`config.mk`:
```
export PLATFORM = sky130hd
export DESIGN_NAME = lvpmc_ctrl
export DESIGN_NICKNAME = d
export VERILOG_FILES = /design/src/lvpmc_ctrl.v
export VERILOG_INCLUDE_DIRS = /design/src
export SDC_FILE = /design/constraint.sdc
export NUM_CORES = 1
export LEC_CHECK = 0
export BUFFER_PORTS_ARGS = -buffer_cell sky130_fd_sc_hd__buf_2
export CAP_MARGIN = 20
export CORE_AREA = 3 3 83 85
export DETAILED_ROUTE_END_ITERATION = 7
export DIE_AREA = 0 0 86 88
export GPL_ROUTABILITY_DRIVEN = 0
export PLACE_DENSITY = 0.64
export SYNTH_ARGS = -nofsm -noshare
export SYNTH_HDL_FRONTEND = slang
export SYNTH_SLANG_ARGS = --single-unit
```
`constraint.sdc`:
```
create_clock -name clk_i -period 2.7 [get_ports clk_i]
set_input_delay 0.27 -clock clk_i [delete_from_list [all_inputs] [get_ports clk_i]]
set_output_delay 0.27 -clock clk_i [all_outputs]
set_load 0.01 [all_outputs]
```
`src/lvpmc_defs.vh`:
```
// register offsets, field positions, reset values and the interrupt block layout
// assumes a 32-bit avalon-mm slave with word addressing on byte addresses
`ifndef LVPMC_DEFS_VH
`define LVPMC_DEFS_VH

`define LVPMC_OFS_ONE      4'h0
`define LVPMC_OFS_TWO      4'h4
`define LVPMC_OFS_IRQ_STAT 4'h8
`define LVPMC_OFS_IRQ_MASK 4'hC

// first register
`define LVPMC_WARN_FLAG_BIT  7
`define LVPMC_WARN_ACK_BIT   6
`define LVPMC_WARN_IE_BIT    5
`define LVPMC_DET_RST_BIT    4
`define LVPMC_DET_STOP_BIT   3
`define LVPMC_DET_EN_BIT     2
`define LVPMC_BG_EN_BIT      0

// second register
`define LVPMC_DET_SEL_BIT    5
`define LVPMC_WARN_SEL_BIT   4
`define LVPMC_PPD_FLAG_BIT   3
`define LVPMC_PPD_CLR_BIT    2
`define LVPMC_DEEP_STOP_BIT  0

// interrupt status and mask bits
`define LVPMC_EV_WARN_BIT    0
`define LVPMC_EV_PPD_BIT     1
`define LVPMC_EV_DET_BIT     2

// control defaults after the ordinary reset; the trip selects clear only on power-on
`define LVPMC_WARN_IE_RST    1'h0
`define LVPMC_DET_RST_RST    1'h1
`define LVPMC_DET_STOP_RST   1'h1
`define LVPMC_DET_EN_RST     1'h1
`define LVPMC_BG_EN_RST      1'h0
`define LVPMC_TWO_RST        8'h00
`define LVPMC_EV_RST         3'h0

`endif

```
`src/lvpmc_ctrl.v`:
```
// low supply detect/warning control, bandgap buffer enable and stop-mode select
// assumes analog comparator outputs and stop/recovery strobes arrive asynchronously
//
// The placing of the registers and register access over Avalon-MM were decided locally.
`timescale 1ns/1ns
`include "lvpmc_defs.vh"
module lvpmc_ctrl
(
   input  wire        clk_i,
   input  wire        rst_i,
   input  wire        por_i,
   input  wire [3:0]  avs_address_i,
   input  wire        avs_read_i,
   input  wire        avs_write_i,
   input  wire [31:0] avs_writedata_i,
   input  wire [3:0]  avs_byteenable_i,
   output reg  [31:0] avs_readdata_o,
   output reg         avs_waitrequest_o,
   input  wire        warn_below_i,
   input  wire        detect_below_i,
   input  wire        in_stop_i,
   input  wire        deep_stop_recovered_i,
   output reg         detect_active_o,
   output reg         detect_reset_req_o,
   output reg  [1:0]  trip_code_o,
   output reg         bandgap_buffer_enable_o,
   output reg         deep_stop_select_o,
   output reg         low_supply_warning_irq_o,
   output reg         irq_o
);

////////////////////////////////////////////////////////////////////////////////
// two-flop synchronisers for all asynchronous inputs, one chain per pin
// only the second flop of a chain is read, so a metastable first
// stage never reaches the flags
wire [3:0] async_in;
wire [3:0] sync_s;
reg        rec_prev_r;
wire       warn_s;
wire       det_s;
wire       stop_s;
wire       rec_s;
wire       rec_ev;

assign async_in = {deep_stop_recovered_i, in_stop_i, detect_below_i, warn_below_i};
assign warn_s   = sync_s[0];
assign det_s    = sync_s[1];
assign stop_s   = sync_s[2];
assign rec_s    = sync_s[3];
// recovery is an event: only its rising edge sets the flag
assign rec_ev   = rec_s & ~rec_prev_r;

genvar gi;
generate
   for (gi = 0; gi < 4; gi = gi + 1)
   begin : g_sync
      reg sync1_r;
      reg sync2_r;
      always @(posedge clk_i)
      begin
         if (rst_i)
         begin
            sync1_r <= 1'h0;
            sync2_r <= 1'h0;
         end
         else
         begin
            sync1_r <= async_in[gi];
            sync2_r <= sync1_r;
         end
      end
      assign sync_s[gi] = sync2_r;
   end
endgenerate

// edge memory resets to the idle level of the pin, so no false edge
always @(posedge clk_i)
begin
   if (rst_i)
      rec_prev_r <= 1'h0;
   else
      rec_prev_r <= rec_s;
end

////////////////////////////////////////////////////////////////////////////////
// bus decode: one wait cycle on every access, so read data come from a flop
// ack_r marks the answer cycle; a write acts only there, at the edge
// where the master sees waitrequest low, so a held request lands once
reg        ack_r;
wire       req    = (avs_read_i | avs_write_i) & ~ack_r;
wire       wr_go  = avs_write_i & ack_r;
wire       lane0  = avs_byteenable_i[0];
wire [7:0] wd     = avs_writedata_i[7:0];
wire       wr_one = wr_go & lane0 & (avs_address_i == `LVPMC_OFS_ONE);
wire       wr_two = wr_go & lane0 & (avs_address_i == `LVPMC_OFS_TWO);
wire       wr_st  = wr_go & lane0 & (avs_address_i == `LVPMC_OFS_IRQ_STAT);
wire       wr_msk = wr_go & lane0 & (avs_address_i == `LVPMC_OFS_IRQ_MASK);

////////////////////////////////////////////////////////////////////////////////
// first register state
reg  warn_flag_r;
reg  warn_ie_r;
reg  det_rst_r;
reg  det_stop_r;
reg  det_en_r;
reg  bg_en_r;
reg  one_locked_r;
// second register state
reg  det_sel_r;
reg  warn_sel_r;
reg  ppd_flag_r;
reg  deep_stop_r;
reg  two_locked_r;
reg  det_sel_locked_r;
// interrupt block
reg  [2:0] ev_stat_r;
reg  [2:0] ev_mask_r;

wire warn_ack   = wr_one & wd[`LVPMC_WARN_ACK_BIT];
wire ppd_clr    = wr_two & wd[`LVPMC_PPD_CLR_BIT];
// detection is live when enabled and not suppressed by stop mode
wire det_live   = det_en_r & (~stop_s | det_stop_r);
wire det_event  = det_live & det_s;
wire [2:0] ev_set = {det_event, rec_ev, warn_s};

////////////////////////////////////////////////////////////////////////////////
// next values; a hardware event always beats a software clear in one cycle
reg        warn_flag_nxt;
reg        warn_ie_nxt;
reg        det_rst_nxt;
reg        det_stop_nxt;
reg        det_en_nxt;
reg        bg_en_nxt;
reg        one_locked_nxt;
reg        ppd_flag_nxt;
reg        deep_stop_nxt;
reg        two_locked_nxt;
reg  [2:0] ev_stat_nxt;
reg  [2:0] ev_mask_nxt;

always @*
begin
   warn_flag_nxt  = warn_flag_r;
   warn_ie_nxt    = warn_ie_r;
   det_rst_nxt    = det_rst_r;
   det_stop_nxt   = det_stop_r;
   det_en_nxt     = det_en_r;
   bg_en_nxt      = bg_en_r;
   one_locked_nxt = one_locked_r;
   ppd_flag_nxt   = ppd_flag_r;
   deep_stop_nxt  = deep_stop_r;
   two_locked_nxt = two_locked_r;
   ev_mask_nxt    = ev_mask_r;
   // acknowledge only lands once the synced condition has gone
   if (warn_s)
      warn_flag_nxt = 1'h1;
   else if (warn_ack)
      warn_flag_nxt = 1'h0;
   if (wr_one)
   begin
      warn_ie_nxt    = wd[`LVPMC_WARN_IE_BIT];
      det_stop_nxt   = wd[`LVPMC_DET_STOP_BIT];
      bg_en_nxt      = wd[`LVPMC_BG_EN_BIT];
      one_locked_nxt = 1'h1;
      // later writes leave the write-once bits alone until the next reset
      if (!one_locked_r)
      begin
         det_rst_nxt = wd[`LVPMC_DET_RST_BIT];
         det_en_nxt  = wd[`LVPMC_DET_EN_BIT];
      end
   end
   if (rec_ev)
      ppd_flag_nxt = 1'h1;
   else if (ppd_clr)
      ppd_flag_nxt = 1'h0;
   if (wr_two)
   begin
      two_locked_nxt = 1'h1;
      if (!two_locked_r)
         deep_stop_nxt = wd[`LVPMC_DEEP_STOP_BIT];
   end
   if (wr_msk)
      ev_mask_nxt = wd[2:0];
   // write-one-to-clear, but an event in the same cycle keeps its bit
   ev_stat_nxt = ev_set | (ev_stat_r & ~({3{wr_st}} & wd[2:0]));
end

always @(posedge clk_i)
begin
   if (rst_i)
   begin
      warn_flag_r  <= 1'h0;
      warn_ie_r    <= `LVPMC_WARN_IE_RST;
      det_rst_r    <= `LVPMC_DET_RST_RST;
      det_stop_r   <= `LVPMC_DET_STOP_RST;
      det_en_r     <= `LVPMC_DET_EN_RST;
      bg_en_r      <= `LVPMC_BG_EN_RST;
      one_locked_r <= 1'h0;
      ppd_flag_r   <= 1'h0;
      deep_stop_r  <= 1'h0;
      two_locked_r <= 1'h0;
      ev_stat_r    <= `LVPMC_EV_RST;
      ev_mask_r    <= `LVPMC_EV_RST;
   end
   else
   begin
      warn_flag_r  <= warn_flag_nxt;
      warn_ie_r    <= warn_ie_nxt;
      det_rst_r    <= det_rst_nxt;
      det_stop_r   <= det_stop_nxt;
      det_en_r     <= det_en_nxt;
      bg_en_r      <= bg_en_nxt;
      one_locked_r <= one_locked_nxt;
      ppd_flag_r   <= ppd_flag_nxt;
      deep_stop_r  <= deep_stop_nxt;
      two_locked_r <= two_locked_nxt;
      ev_stat_r    <= ev_stat_nxt;
      ev_mask_r    <= ev_mask_nxt;
   end
end

////////////////////////////////////////////////////////////////////////////////
// trip selects live outside the ordinary reset
reg        det_sel_nxt;
reg        warn_sel_nxt;
reg        det_sel_locked_nxt;

always @*
begin
   det_sel_nxt        = det_sel_r;
   warn_sel_nxt       = warn_sel_r;
   det_sel_locked_nxt = det_sel_locked_r;
   // a write during reset is dropped, as for every other register
   if (wr_two && !rst_i)
   begin
      warn_sel_nxt       = wd[`LVPMC_WARN_SEL_BIT];
      det_sel_locked_nxt = 1'h1;
      if (!det_sel_locked_r)
         det_sel_nxt = wd[`LVPMC_DET_SEL_BIT];
   end
end

// trip selects only reset on power-on; other resets leave them
always @(posedge clk_i)
begin
   if (por_i)
   begin
      det_sel_r        <= 1'h0;
      warn_sel_r       <= 1'h0;
      det_sel_locked_r <= 1'h0;
   end
   else
   begin
      det_sel_r        <= det_sel_nxt;
      warn_sel_r       <= warn_sel_nxt;
      det_sel_locked_r <= det_sel_locked_nxt;
   end
end

////////////////////////////////////////////////////////////////////////////////
// read mux
reg [7:0] rd_byte;
always @*
begin
   rd_byte = 8'h00;
   case (avs_address_i)
      `LVPMC_OFS_ONE:
      begin
         // acknowledge and bit 1 read as zero
         rd_byte = {warn_flag_r, 1'b0, warn_ie_r, det_rst_r,
                    det_stop_r, det_en_r, 1'b0, bg_en_r};
      end
      `LVPMC_OFS_TWO:
      begin
         rd_byte = {2'b00, det_sel_r, warn_sel_r,
                    ppd_flag_r, 2'b00, deep_stop_r};
      end
      `LVPMC_OFS_IRQ_STAT: rd_byte = {5'h00, ev_stat_r};
      `LVPMC_OFS_IRQ_MASK: rd_byte = {5'h00, ev_mask_r};
      default:             rd_byte = 8'h00;
   endcase
end

////////////////////////////////////////////////////////////////////////////////
// every output leaves a flop, so pins lag the register state by one cycle
// the detect reset request is a level that stays while the event lasts;
// whoever turns it into a chip reset must stretch or latch it
always @(posedge clk_i)
begin
   if (rst_i)
   begin
      ack_r                    <= 1'h0;
      avs_waitrequest_o        <= 1'h1;
      avs_readdata_o           <= 32'h0000_0000;
      detect_active_o          <= 1'h0;
      detect_reset_req_o       <= 1'h0;
      trip_code_o              <= 2'h0;
      bandgap_buffer_enable_o  <= 1'h0;
      deep_stop_select_o       <= 1'h0;
      low_supply_warning_irq_o <= 1'h0;
      irq_o                    <= 1'h0;
   end
   else
   begin
      ack_r                    <= req;
      avs_waitrequest_o        <= ~req;
      avs_readdata_o           <= req ? {24'h00_0000, rd_byte} : 32'h0000_0000;
      detect_active_o          <= det_live;
      detect_reset_req_o       <= det_event & det_rst_r;
      trip_code_o              <= {det_sel_r, warn_sel_r};
      bandgap_buffer_enable_o  <= bg_en_r;
      deep_stop_select_o       <= deep_stop_r;
      low_supply_warning_irq_o <= warn_ie_r & warn_flag_r;
      irq_o                    <= |(ev_stat_r & ev_mask_r);
   end
end

endmodule

```
# ---- After elaboration in Yosys (flattened, before gate mapping)
# Index checks and enable logic that the tools add are counted.
dict set report word_totals {
  register_bits 70
  mem_count 0
  latchBits 0
  output_inout_bits 41
  ram_bits 0
  romBits 0
}
dict set report op_classes {
  n_reduce_logical 10
  muxes 5
  n_lt_le_gt_ge 0
  eq_ne 3
  div 0
  n_mul 0
  bitwise 28
  addsub 0
  shift 0
}
# op n
set op_table {}
lappend op_table {{case mux 8 bit (4 select lines)} 1}
lappend op_table {{bitwise AND 1 bit} 14}
lappend op_table {{bitwise AND 3 bit} 3}
lappend op_table {{equality test 4 bit, second input constant} 2}
lappend op_table {{NOT 1 bit} 7}
lappend op_table {{AND reduction 2 bit} 3}
lappend op_table {{equality test 4 x 3 -> 1 bit, second input constant} 1}
lappend op_table {{zero test 4 bit} 1}
lappend op_table {{two-way mux 1 bit} 4}
lappend op_table {{nonzero test 2 bit} 2}
lappend op_table {{NOT 3 bit} 1}
lappend op_table {{bitwise OR 3 bit} 1}
lappend op_table {{OR reduction 3 bit} 1}
lappend op_table {{bitwise OR 1 bit} 2}
lappend op_table {{OR reduction 2 bit} 1}
lappend op_table {{logical AND 1 bit} 1}
lappend op_table {{zero test 1 bit} 1}

# ---- Longest topological paths before layout
# Gate-level depths: netlist of the first run.
dict set report depth {
  word_depth 7
  ltp_mapped 5
}

# ---- Least setup slack after synthesis of the first run
# OpenSTA, ideal clock, no wires.
dict set report synth_timing {
  path_kind {input-to-reg}
  from {input port avs_address_i[3]}
  to {register deep_stop_r}
  setup_slack_ns 1.482
  n_path_buf 0
  setup_ns 0.134
  stages 3
  arrival_ns 1.084
  required_ns 2.566
  cell_sequence {or4b_4 -> o31ai_1 -> a21oi_1}
}
dict set report synth_via {
  elab_chain_cells 3
}
# element line_no
set synth_rtl {}
lappend synth_rtl {{from (decl)} lvpmc_ctrl.v:12} ;# input wire [3:0] avs_address_i,
lappend synth_rtl {{equality test 4 x 3 -> 1 bit} -}
lappend synth_rtl {{bitwise AND 1 bit} lvpmc_ctrl.v:95} ;# wire wr_two = wr_go & lane0 & (avs_address_i == `LVPMC_OFS_TWO);
lappend synth_rtl {{AND reduction 2 bit (no line)} -}
lappend synth_rtl {{to (signal assigned)} lvpmc_ctrl.v:215} ;# deep_stop_r <= deep_stop_nxt;
lappend synth_rtl {{to (decl)} lvpmc_ctrl.v:112} ;# reg deep_stop_r;
# Every way passes these cells.
# A chain may end at the register's enable or synchronous reset.

# ---- Worst setup path in the final report of the first run
dict set report layout_timing {
  from {register ack_r}
  to {register det_stop_r}
}
dict set report layout_via {
  elab_chain_cells 3
}
# element line_no
set layout_rtl {}
lappend layout_rtl {{from (decl)} lvpmc_ctrl.v:89} ;# reg ack_r;
lappend layout_rtl {{from (signal assigned)} lvpmc_ctrl.v:305} ;# ack_r <= req;
lappend layout_rtl {{bitwise AND 1 bit} lvpmc_ctrl.v:91} ;# wire wr_go = avs_write_i & ack_r;
lappend layout_rtl {{bitwise AND 1 bit (2 in a row)} lvpmc_ctrl.v:94} ;# wire wr_one = wr_go & lane0 & (avs_address_i == `LVPMC_OFS_ONE);
lappend layout_rtl {{to (signal assigned)} lvpmc_ctrl.v:195} ;# det_stop_r <= `LVPMC_DET_STOP_RST;
lappend layout_rtl {{to (signal assigned)} lvpmc_ctrl.v:210} ;# det_stop_r <= det_stop_nxt;
lappend layout_rtl {{to (decl)} lvpmc_ctrl.v:104} ;# reg det_stop_r;
# Every way passes these cells.

==> results of run 1 <==
## kinds of logic (layout without fill, tap and decap cells)
group                  Yosys count  after routing
buffers and inverters           40             52
DFF                             45             45
muxes                           10             10
other                            1             25
and+or+nand+nor                 63             63
AOI/OAI and AO/OA               27             27
## flip-flops by register name, summed over array words and instances, names as in the netlist, 2 cells and up
signal          cells
avs_readdata_o      7
ev_mask_r           3
ev_stat_r           3
g_sync.sync1_r      4
g_sync.sync2_r      3
trip_code_o         2
## worst register-to-register path: stages, from the launching register on
cell	delay, ns
dfxtp_1	0.39
and3_1	0.36
and3_1	0.40
mux2i_1	0.24
## cell usage after synthesis (all sizes together), types with 2 or more instances
cell type,n,area (µm²)
a311oi,5,50.04
nor2b,15,93.84
buf,32,236.5
nand4b,3,26.28
nor4b,2,32.53
inv,7,26.28
nor2,12,45.04
a31o,2,17.52
mux2i,9,90.09
a21oi,6,30.03
dfxtp,45,900.9
o31ai,2,15.01
nand4,3,18.77
and3,5,31.28
nand2,9,33.78
nor3,4,31.28
nor3b,2,15.01
o21ai,4,20.02
o311ai,2,17.52
## worst max path at each step
stage | from | endpoint | slack (ns) | cells after the start
floorplan | avs_address_i[3] | deep_stop_r$_SDFFE_PP0P_ | 1.48 | 3
global placement | avs_address_i[2] | ppd_flag_r$_SDFFE_PP0P_ | 1.17 | 4
detailed placement | avs_address_i[2] | ppd_flag_r$_SDFFE_PP0P_ | 1.14 | 4
CTS | ack_r$_SDFF_PP0_ | det_stop_r$_SDFFE_PP1N_ | 1.23 | 3
global route | ack_r$_SDFF_PP0_ | det_stop_r$_SDFFE_PP1N_ | 1.15 | 3
finish | ack_r$_SDFF_PP0_ | det_stop_r$_SDFFE_PP1N_ | 1.23 | 3
## placed cells by master (no fill, tap or decap), drive strengths merged, types with 2 or more instances in the layout
cell type,netlist,final
dfxtp,45,45
buf,32,37
conb,1,25
nor2b,15,15
nor2,12,12
mux2i,9,9
nand2,9,9
inv,7,7
clkbuf,1,7
a21oi,6,6
and3,5,5
a311oi,5,5
o21ai,4,4
nor3,4,4
nand4b,3,3
nand4,3,3
a31o,2,2
o311ai,2,2
o31ai,2,2
nor3b,2,2
nor4b,2,2
## area by class of cell
| cell class | count | area [µm²] |
|---|---|---|
| inverter | 7 | 26.28 |
| clock inverter | 1 | 30.03 |
| tap | 77 | 96.34 |
| multi-input combinational | 125 | 794.5 |
| fill | 661 | 4155 |
| timing repair buffer | 37 | 187.7 |
| sequential | 45 | 900.9 |
| clock buffer | 7 | 86.33 |
## power by group through the flow
stage                     logic [mW]  registers (mW)  clock network [mW]
final                         0.0982           0.686               0.516
after global routing           0.109           0.687               0.553
after CTS                     0.0979           0.685               0.529
after detailed placement      0.0977           0.701                   0
after global placement        0.0971           0.701                   0
after floorplan               0.0902           0.701                   0
## routing by layer
metal	wire [µm]	share of wire [%]	track usage, %
met5	0	0	0
met4	44	1.2	3.885
met3	255	6.8	3.104
met2	1696	45	15.63
met1	1772	47	12.59
==> key figures, run 1 <==
Run status
  – Status: completed

Pwr
  – Combinational power share: 7.6%
  – Sw frac: 22.09%
  – Cell area power density: 612.6 nW/µm²
  – Internal power: 1.013 mW
  – Clock power share: 39.7%
  – NetSw: 0.2872 mW
  – Total leakage power: 0.9163 nW
  – Peak supply drop: 0.3398 mV
  – Total power: 1.300 mW
  – Flop pwr share: 52.7%

Global route
  – Largest net degree at the start of global routing: 28
  – Initial antenna violation count: 0
  – Vias in the first global route: 1,195
  – First-pass GRT wire length: 5.789 mm
  – Grt ovf: 0
  – GRT Total Usage: 9.888%

Timing
  – Rel. slew slack: 66.70%
  – Fmax achieved: 681.6 MHz
  – RSZ-0062 raised after global routing: false
  – Period utilization: 54.34%
  – Final Max Tran Viols: 0
  – Fin Setup TNS: 0 ns
  – Clock Skew: 0.006639 ns
  – Fin crit period: 1.467 ns
  – Hold Vio Cnt, Final: 0
  – Setup ws final: 1.233 ns
  – Worst Tran Pin Value: 0.4989 ns
  – Final setup vio count: 0
  – Hold WS: 0.1687 ns

Final layout
  – Fraction of layout cells with a size suffix above 1: 24.32%
  – P&R area growth vs syn: 13.37%
  – Final non-filler cell total: 299
  – Final #Nets: 270
  – Util after Layout: 33.81%
  – Post-Layout Inst Area: 2122 µm²
  – Number of antenna diodes: 0

Die
  – Core Region: 6277 µm²
  – Chip Height: 88 µm
  – Io pins: 90
  – Initial Util: 29.82%
  – Die width: 86 µm
  – Cell Rows: 29
  – Full die area: 7568 µm²

Worst setup path
  – Slowest CP cell: and3_1
  – Setup crit end kind: flop
  – Crit-path leading delay family: simple AND/OR/NAND/NOR gates
  – Slowest Stage Delay on Critical Path: 0.40 ns
  – WP buf/inv: 0
  – R2R cell count: 3
  – CP max FO: 9
  – R2r startpoint: ack_r$_SDFF_PP0_
  – Worst r2r dst: det_stop_r$_SDFFE_PP1N_
  – Critical Path, Cell by Cell: and3_1 -> and3_1 -> mux2i_1
  – FF-to-FF setup slack: 1.23 ns
  – Worst endpoint data arrival time: 1.69 ns
  – Critical path launch point type: flop
  – CP Class: flop to flop
  – Most used cell, CP: and3_1
  – Critical path required time: 2.92 ns

Detailed routing
  – Vias: 1,320
  – Routed WL per cell: 12.60 µm
  – Total iterations of the first detailed-routing run: 4
  – Vias/cell: 4.415
  – DRT iter0 DRCs: 65
  – Final wirelength: 3.768 mm
  – Detail Route Antenna Nets: 0
  – Post-route DRC: 0

Clock tree
  – Post-CTS Hold Fix Bufs: 0
  – Total clock buffers created by CTS: 5
  – Post CTS Setup Buffer Count: 0
  – Clock latency at the later pin of the worst-skew pair: 0.29 ns
  – Clk Tree Root Cell: clkbuf_8
  – CTS tree: yes
  – Level count of the clock H-tree: 2
  – CTS clk-pin slew, worst paths: 0.08 ns
  – Clk buf depth: 2
  – Post-CTS sizing: 0
  – Sink Count: 45

Synthesis
  – Post-synth EDFFs: 0
  – Asr flop ratio synth: 0%
  – Cells after Synth: 186
  – Average size of a mapped cell: 10.06 µm²
  – Synth Area in Adders: 0%
  – Largest family of logic cells by synthesized area: simple AND/OR/NAND/NOR gates
  – Main flop type after synthesis: dfxtp_1
  – Xor/xnor cell area share of the yosys netlist: 0%
  – Mapped cell area: 1872 µm²
  – #FFs+latches synth: 45
  – Sequential share of the synthesized area: 48.13%
  – Mux cell area share after synthesis: 5.414%
  – Synth warn: 0
  – Unique cell type count in the Yosys netlist: 42
  – Simple-gate share of the synthesized area: 21.06%
  – Complex-gate fraction of the synthesized area: 10.96%

Placed design
  – HPWL after DPL: 2.817 mm
  – DP Area: 2006 µm²
  – Inst Count DP: 291
  – Pre-CTS WS: 1.136 ns
  – I/O Buffers: 36

Hold path
  – Hold Path Class: primary input to flop
  – Hold EP: warn_sel_r$_SDFFE_PP0P_
  – WHS Path Cells: 2
  – Worst Min Path Start: por_i

Job
  – Max Cap Violations: 0
No activity file was read; power rests on OpenSTA's default activity.
==> inputs of run 2 (changes only) <==
--- a/config.mk
+++ b/config.mk
@@ -6,11 +6,12 @@
 export SDC_FILE = /design/constraint.sdc
 export NUM_CORES = 1
 export LEC_CHECK = 0
+export ABC_AREA = 1
 export BUFFER_PORTS_ARGS = -buffer_cell sky130_fd_sc_hd__buf_2
 export CAP_MARGIN = 20
-export CORE_AREA = 3 3 83 85
+export CORE_AREA = 3 3 82 84
 export DETAILED_ROUTE_END_ITERATION = 7
-export DIE_AREA = 0 0 86 88
+export DIE_AREA = 0 0 85 87
 export GPL_ROUTABILITY_DRIVEN = 0
 export PLACE_DENSITY = 0.64
 export SYNTH_ARGS = -nofsm -noshare
==> constraint.sdc (replaced) <==
create_clock -name clk_i -period 1.5 [get_ports clk_i]
set_input_delay 0.15 -clock clk_i [delete_from_list [all_inputs] [get_ports clk_i]]
set_output_delay 0.15 -clock clk_i [all_outputs]
set_load 0.01 [all_outputs]
==> run 2 against run 1 <==
Synthesized area down 3.5%; non-clock buffer count up 1; setup slack worse by 0.92 ns; clock power rose by 44%; final cell count up 17%; register-to-register slack worse by 0.92 ns; via count up 7.3%; design area is 2.4% lower; first-iteration DRC count down 23%; total power increased by 64%; clock skew about the same; critical path type unchanged; highest routed layer unchanged.
==> key figures, run 2 <==
Run status
  – Status: completed

Synthesis
  – Sequential share of the synthesized area: 49.86% (+1.7 points)
  – Synth warn: 0 (unchanged)
  – Top cells by count, synth: dfxtp_1 (45), nand2_1 (43), inv_1 (36)
  – Unique cell type count in the Yosys netlist: 19 (-55%)
  – Asr flop ratio synth: 0% (unchanged)
  – Cells after Synth: 235 (+26%)
  – Share of the synthesized area in the top cell type: 49.86% (+1.7 points)
  – Synth area leader: dfxtp_1
  – Top cells by area, synth: dfxtp_1 (50%), buf_4 (10%), nand2_1 (8.9%)
  – Most common cell in the netlist: dfxtp_1
  – Post-synth EDFFs: 0 (unchanged)
  – #FFs+latches synth: 45 (unchanged)
  – Average size of a mapped cell: 7.688 µm² (-24%)
  – Main flop type after synthesis: dfxtp_1
  – Mapped cell area: 1807 µm² (-3.5%)

Timing
  – Fmax achieved: 840.5 MHz (+23%)
  – Period utilization: 79.32% (+25 points)
  – Hold WS: 0.01534 ns (-0.1533 ns)
  – RSZ-0062 raised after global routing: false
  – Final setup vio count: 0 (unchanged)
  – Clock Skew: 0.006930 ns (+0.0002907 ns)
  – Fin crit period: 1.190 ns (-0.2773 ns)
  – Fin Setup TNS: 0 ns (unchanged)
  – Final Max Tran Viols: 0 (unchanged)
  – Setup ws final: 0.3102 ns (-0.9227 ns)
  – Hold Vio Cnt, Final: 0 (unchanged)

Die
  – Initial Util: 30.16% (+0.34 points)
  – Cell Rows: 28 (-3.4%)
  – Core Region: 5991 µm² (-4.6%)
  – Chip Height: 87 µm (-1.1%)
  – Die width: 85 µm (-1.2%)
  – Io pins: 90 (unchanged)
  – Full die area: 7395 µm² (-2.3%)

Clock tree
  – Clk Tree Root Cell: clkbuf_8
  – Post CTS Setup Buffer Count: 0 (unchanged)
  – Total clock buffers created by CTS: 5 (unchanged)
  – Post-CTS Hold Fix Bufs: 0 (unchanged)
  – Clk buf depth: 2 (unchanged)
  – CTS tree: yes
  – Level count of the clock H-tree: 2 (unchanged)
  – Sink Count: 45 (unchanged)
  – Clock latency at the later pin of the worst-skew pair: 0.30 ns (about the same)
  – Post-CTS sizing: 0 (unchanged)
  – CTS clk-pin slew, worst paths: 0.07 ns (about the same)

Placed design
  – I/O Buffers: 36 (unchanged)
  – HPWL after DPL: 2.697 mm (-4.3%)
  – Pre-CTS WS: 0.3103 ns (-0.8260 ns)
  – DP Area: 1986 µm² (-1.0%)

Pwr
  – Sw frac: 23.26% (+1.2 points)
  – Flop pwr share: 57.9% (+5.2 points)
  – NetSw: 0.4953 mW (+72%)
  – Peak supply drop: 0.4852 mV (+43%)
  – Clock power share: 34.8% (-4.9 points)
  – Internal power: 1.634 mW (+61%)
  – Combinational power share: 7.4% (-0.2 points)
  – Total leakage power: 1.038 nW (+13%)
  – Cell area power density: 1028 nW/µm² (+68%)

Worst setup path
  – Critical Path Source: ack_r$_SDFF_PP0_
  – Setup crit end kind: flop
  – CP Class: flop to flop
  – Worst r2r dst: warn_sel_r$_SDFFE_PP0P_
  – Critical path required time: 1.70 ns (-1.22 ns)
  – R2R cell count: 5 (+2)
  – CP max FO: 3 (-6)
  – Worst endpoint data arrival time: 1.38 ns (-0.31 ns)
  – FF-to-FF setup slack: 0.31 ns (-0.92 ns)
  – Critical path launch point type: flop
  – R2r startpoint: ack_r$_SDFF_PP0_

Detailed routing
  – Detail Route Antenna Nets: 0 (unchanged)
  – Final wirelength: 3.511 mm (-6.8%)
  – Vias: 1,416 (+7.3%)
  – Routed WL per cell: 10.00 µm (-21%)
  – Post-route DRC: 0 (unchanged)
  – Total iterations of the first detailed-routing run: 4 (unchanged)
  – DRT iter0 DRCs: 50 (-23%)
  – Vias/cell: 4.034 (-8.6%)

Hold path
  – WHS Path Cells: 2 (unchanged)
  – Hold EP: det_sel_locked_r$_SDFFE_PP0P_
  – Worst Min Path Start: por_i
  – Hold Path Class: primary input to flop

Final layout
  – Largest Register: avs_readdata_o
  – Post-Layout Inst Area: 2072 µm² (-2.4%)
  – Number of antenna diodes: 0 (unchanged)
  – Layout fillers: 639 (-3.3%)
  – Most frequent cells in the layout: dfxtp_1 (45), nand2_1 (43), inv_1 (36), buf_2 (36), nor2_1 (34)
  – Commonest non-fill, non-tap cell in the layout: dfxtp_1
  – Final #Nets: 325 (+20%)
  – P&R area growth vs syn: 14.68%
  – Area of the multi-input gates: 660.6 µm² (-17%)
  – Fraction of layout cells with a size suffix above 1: 19.93% (-4.4 points)
  – Number of flip-flops in the largest register: 7 (unchanged)
  – Largest registers: avs_readdata_o (7), g_sync.sync1_r (4)
  – Reg area: 900.9 µm² (unchanged)

Global route
  – Vias in the first global route: 1,213 (+1.5%)
  – GRT Total Usage: 9.750% (-0.14 points)
  – First-pass GRT wire length: 5.589 mm (-3.5%)
  – Initial antenna violation count: 0 (unchanged)
  – Largest net degree at the start of global routing: 22 (-21%)
  – Grt ovf: 0 (unchanged)

Job
  – Max Cap Violations: 0 (unchanged)
[run 2: cells by family after synthesis]
family	after synthesis	share of synthesized area (%)
DFF	45	49.86
AOI/OAI and AO/OA	22	6.302
buffers and inverters	64	18.56
other	1	0.2076
and+or+nand+nor	103	25.07
[run 2: metal layers]
metal	global-route usage (%)	part of all wire [%]	up-vias
met5	0	0	-
met4	2.158	0.63	0
met3	4.163	8.2	2
met2	15.18	45	49
met1	12.58	46	629
li1	-	-	736
[run 2: critical path: stages, from the launching register on]
cell     delay (ns)
dfxtp_1        0.35
nand3_1        0.20
nor2_1         0.25
nand2_1        0.12
nor2_1         0.11
nor2_1         0.05
[run 2: worst max path at each step]
stage          slack, ns                      end  depth (start not counted)
2_1_floorplan       0.52    det_en_r$_SDFFE_PP1P_                          5
3_3_place_gp        0.32  warn_sel_r$_SDFFE_PP0P_                          5
3_5_place_dp        0.31  warn_sel_r$_SDFFE_PP0P_                          5
4_1_cts             0.29  warn_sel_r$_SDFFE_PP0P_                          5
5_1_grt             0.18   det_rst_r$_SDFFE_PP1P_                          5
6_report            0.31  warn_sel_r$_SDFFE_PP0P_                          5
[run 2: per-stage QoR]
stage | utilization (%) | power [mW] | cells
after floorplan | - | 1.401 | 259
after global placement | 33.15 | 1.414 | 344
after detailed placement | 33.15 | 1.417 | 344
after CTS | 34.59 | 2.158 | 351
after global routing | 34.59 | 2.252 | 351
final | 34.59 | 2.130 | 351
[run 2: layout make-up]
| cell class | instances | area share [%] |
|---|---|---|
| flip-flops and latches | 45 | 43.48 |
| multi-input cells | 150 | 31.88 |
| repair buffers | 38 | 9.420 |
| inverters | 36 | 6.522 |
| well taps | 75 | 4.529 |
| clock buffers | 7 | 4.167 |
[run 2: power groups by stage]
| stage | logic, mW | clock network, mW | registers [mW] |
|---|---|---|---|
| final | 0.157 | 0.741 | 1.23 |
| after global routing | 0.177 | 0.838 | 1.24 |
| after CTS | 0.157 | 0.769 | 1.23 |
| after detailed placement | 0.157 | 0 | 1.26 |
| after global placement | 0.155 | 0 | 1.26 |
| after floorplan | 0.139 | 0 | 1.26 |
==> inputs of run 3 (changes only) <==
==> constraint.sdc (replaced) <==
create_clock -name clk_i -period 1.1 [get_ports clk_i]
set_input_delay 0.11 -clock clk_i [delete_from_list [all_inputs] [get_ports clk_i]]
set_output_delay 0.11 -clock clk_i [all_outputs]
set_load 0.01 [all_outputs]
==> run 3 against run 2 <==
Critical path depth increased by 3; wire length is 5.8% higher; final cell count rose by 2.6%; via count is 3.8% higher; maximum frequency grew 9.2%; die area is the same; sequential power grew 37%; sequential share of layout area down 1.9 points; utilization is 1.6 points higher; critical path type unchanged; clock power increased by 31%; sequential cell count stayed put; combinational power grew 52%.
==> key figures, run 3 (synthesis gave the netlist of run 2 again) <==
Run status
  – Status: completed

Clock tree
  – Sink Count: 45 (unchanged)
  – Level count of the clock H-tree: 2 (unchanged)
  – Total clock buffers created by CTS: 5 (unchanged)
  – Clk Tree Root Cell: clkbuf_8
  – Clk buf depth: 2 (unchanged)
  – CTS clk-pin slew, worst paths: 0.08 ns (about the same)
  – CTS tree: yes
  – Clock latency at the later pin of the worst-skew pair: 0.29 ns (about the same)

Final layout
  – Largest registers: avs_readdata_o (7), g_sync.sync1_r (4)
  – Most frequent cells in the layout: dfxtp_1 (44), nand2_1 (41), inv_1 (36), buf_2 (36), nor2_1 (32)
  – Final #Nets: 333 (+2.5%)
  – Number of flip-flops in the largest register: 7 (unchanged)
  – Commonest non-fill, non-tap cell in the layout: dfxtp_1
  – Fraction of layout cells with a size suffix above 1: 24.21% (+4.3 points)
  – Largest Register: avs_readdata_o
  – Layout fillers: 635 (-0.63%)
  – Number of antenna diodes: 0 (unchanged)
  – Post-Layout Inst Area: 2167 µm² (+4.6%)
  – P&R area growth vs syn: 19.94%

Timing
  – Fin crit period: 1.090 ns (-0.09979 ns)
  – Final setup vio count: 0 (unchanged)
  – Fin Setup TNS: 0 ns (unchanged)
  – Clock Skew: 0.001483 ns (-0.005447 ns)
  – Fmax achieved: 917.5 MHz (+9.2%)
  – Period utilization: 99.09% (+20 points)
  – Final Max Tran Viols: 0 (unchanged)
  – RSZ-0062 raised after global routing: true
  – Hold Vio Cnt, Final: 0 (unchanged)

Job
  – Max Cap Violations: 0 (unchanged)

Detailed routing
  – Vias: 1,470 (+3.8%)
  – Vias/cell: 4.083 (+1.2%)
  – Final wirelength: 3.716 mm (+5.8%)
  – Total iterations of the first detailed-routing run: 4 (unchanged)
  – DRT iter0 DRCs: 72 (+44%)
  – Detail Route Antenna Nets: 0 (unchanged)
  – Post-route DRC: 0 (unchanged)
  – Routed WL per cell: 10.32 µm (+3.2%)

Worst setup path
  – Worst endpoint data arrival time: 1.33 ns (-0.05 ns)
  – Slowest Stage Delay on Critical Path: 0.35 ns (about the same)
  – CP Class: flop to flop
  – Critical path required time: 1.34 ns (-0.36 ns)
  – Critical path launch point type: flop
  – CP max FO: 6 (+3)
  – Setup crit end kind: flop
  – Slowest CP cell: dfxtp_2
  – Critical Path, Cell by Cell: buf_6 -> nand2_2 -> nor2_2 -> buf_6 -> nand2_2 -> o21ai_2 -> inv_1 -> nor2_2

Die
  – Initial Util: 30.16% (unchanged)
  – Core Region: 5991 µm² (unchanged)
  – Full die area: 7395 µm² (unchanged)
  – Chip Height: 87 µm (unchanged)
  – Io pins: 90 (unchanged)
  – Cell Rows: 28 (unchanged)
  – Die width: 85 µm (unchanged)

Placed design
  – DP Area: 2008 µm² (+1.1%)
  – I/O Buffers: 36 (unchanged)
  – HPWL after DPL: 2.733 mm (+1.3%)

Hold path
  – Hold Path Class: primary input to flop

Pwr
  – Total leakage power: 1.072 nW (+3.3%)
  – Peak supply drop: 0.6779 mV (+40%)
  – Cell area power density: 1334 nW/µm² (+30%)

Global route
  – Initial antenna violation count: 0 (unchanged)
  – Grt ovf: 0 (unchanged)
  – GRT Total Usage: 10.28% (+0.53 points)
  – First-pass GRT wire length: 5.982 mm (+7.0%)
  – Largest net degree at the start of global routing: 22 (unchanged)
  – Vias in the first global route: 1,322 (+9.0%)
[run 3: changes by cell type in the layout (fill, tap and decap cells not counted), sizes merged]
cell and delta:
dlygate4sd3 +1, clkbuf +2, buf +6
[run 3: critical path: cells and delay by family, from the launching register on]
family	cells	cell delay (ns)
AO/OA/AOI/OAI	1	0.11
AND/OR/NAND/NOR	4	0.28
flip-flops	1	0.35
buffers and inverters	3	0.30
[run 3: final timing paths]
check                                      end  cells after the start  slack (ns)                    startpoint
setup / recovery      deep_stop_r$_SDFFE_PP0P_                      8        0.01              ack_r$_SDFF_PP0_
hold reg to reg   g_sync[2].sync2_r$_SDFF_PP0_                      2        0.40  g_sync[2].sync1_r$_SDFF_PP0_
setup reg to reg      deep_stop_r$_SDFFE_PP0P_                      8        0.01              ack_r$_SDFF_PP0_
hold / removal    g_sync[3].sync1_r$_SDFF_PP0_                      3        0.01         deep_stop_recovered_i
[run 3: repair_timing]
item | 4_1_cts | 5_1_grt
hold buffers | 1 | 0
endpoints found under the setup margin | 13 | 14
endpoints found under the hold margin | 1 | 0
pin swaps | 1 | 0
buffers inserted | 4 | 0
resized for setup | 6 | 6
cloned | 0 | 0
[run 3: through the flow]
stage | hold WS [ns] | util, % | cells | power (mW) | setup slack [ns]
floorplan | 0.1791 | - | 259 | 1.910 | 0.1212
global placement | 0.2839 | 33.52 | 347 | 1.937 | -0.05678
detailed placement | 0.2882 | 33.52 | 347 | 1.941 | -0.07798
CTS | 0.006961 | 35.76 | 360 | 2.912 | -0.009182
global route | 0.007596 | 36.17 | 360 | 3.035 | -0.05445
finish | 0.01069 | 36.17 | 360 | 2.890 | 0.01003
[run 3: final cells by class]
class	count	area, µm²	area share [%]
timing repair buffer	46	262.8	12.12
sequential	45	902.1	41.63
clock buffer	8	80.08	3.695
multi-input combinational	150	693.2	31.99
tap	75	93.84	4.330
inverter	36	135.1	6.236
[run 3: metal layers]
| layer | routed length, µm | share of wire [%] | global-route usage (%) | vias up |
|---|---|---|---|---|
| li1 | - | - | - | 759 |
| met1 | 1602 | 43 | 13.30 | 641 |
| met2 | 1643 | 44 | 15.68 | 62 |
| met3 | 403 | 11 | 2.838 | 8 |
| met4 | 66 | 1.8 | 5.180 | 0 |
| met5 | 0 | 0 | 0 | - |
[run 3: power breakdown]
group / switching (mW) / total (mW) / internal, mW / leakage [nW]
Clock: 0.519 / 0.971 / 0.452 / 0.0395
Combinational: 0.159 / 0.238 / 0.0791 / 0.666
Sequential: 0.0157 / 1.68 / 1.67 / 0.367
Total: 0.693 / 2.89 / 2.20 / 1.07
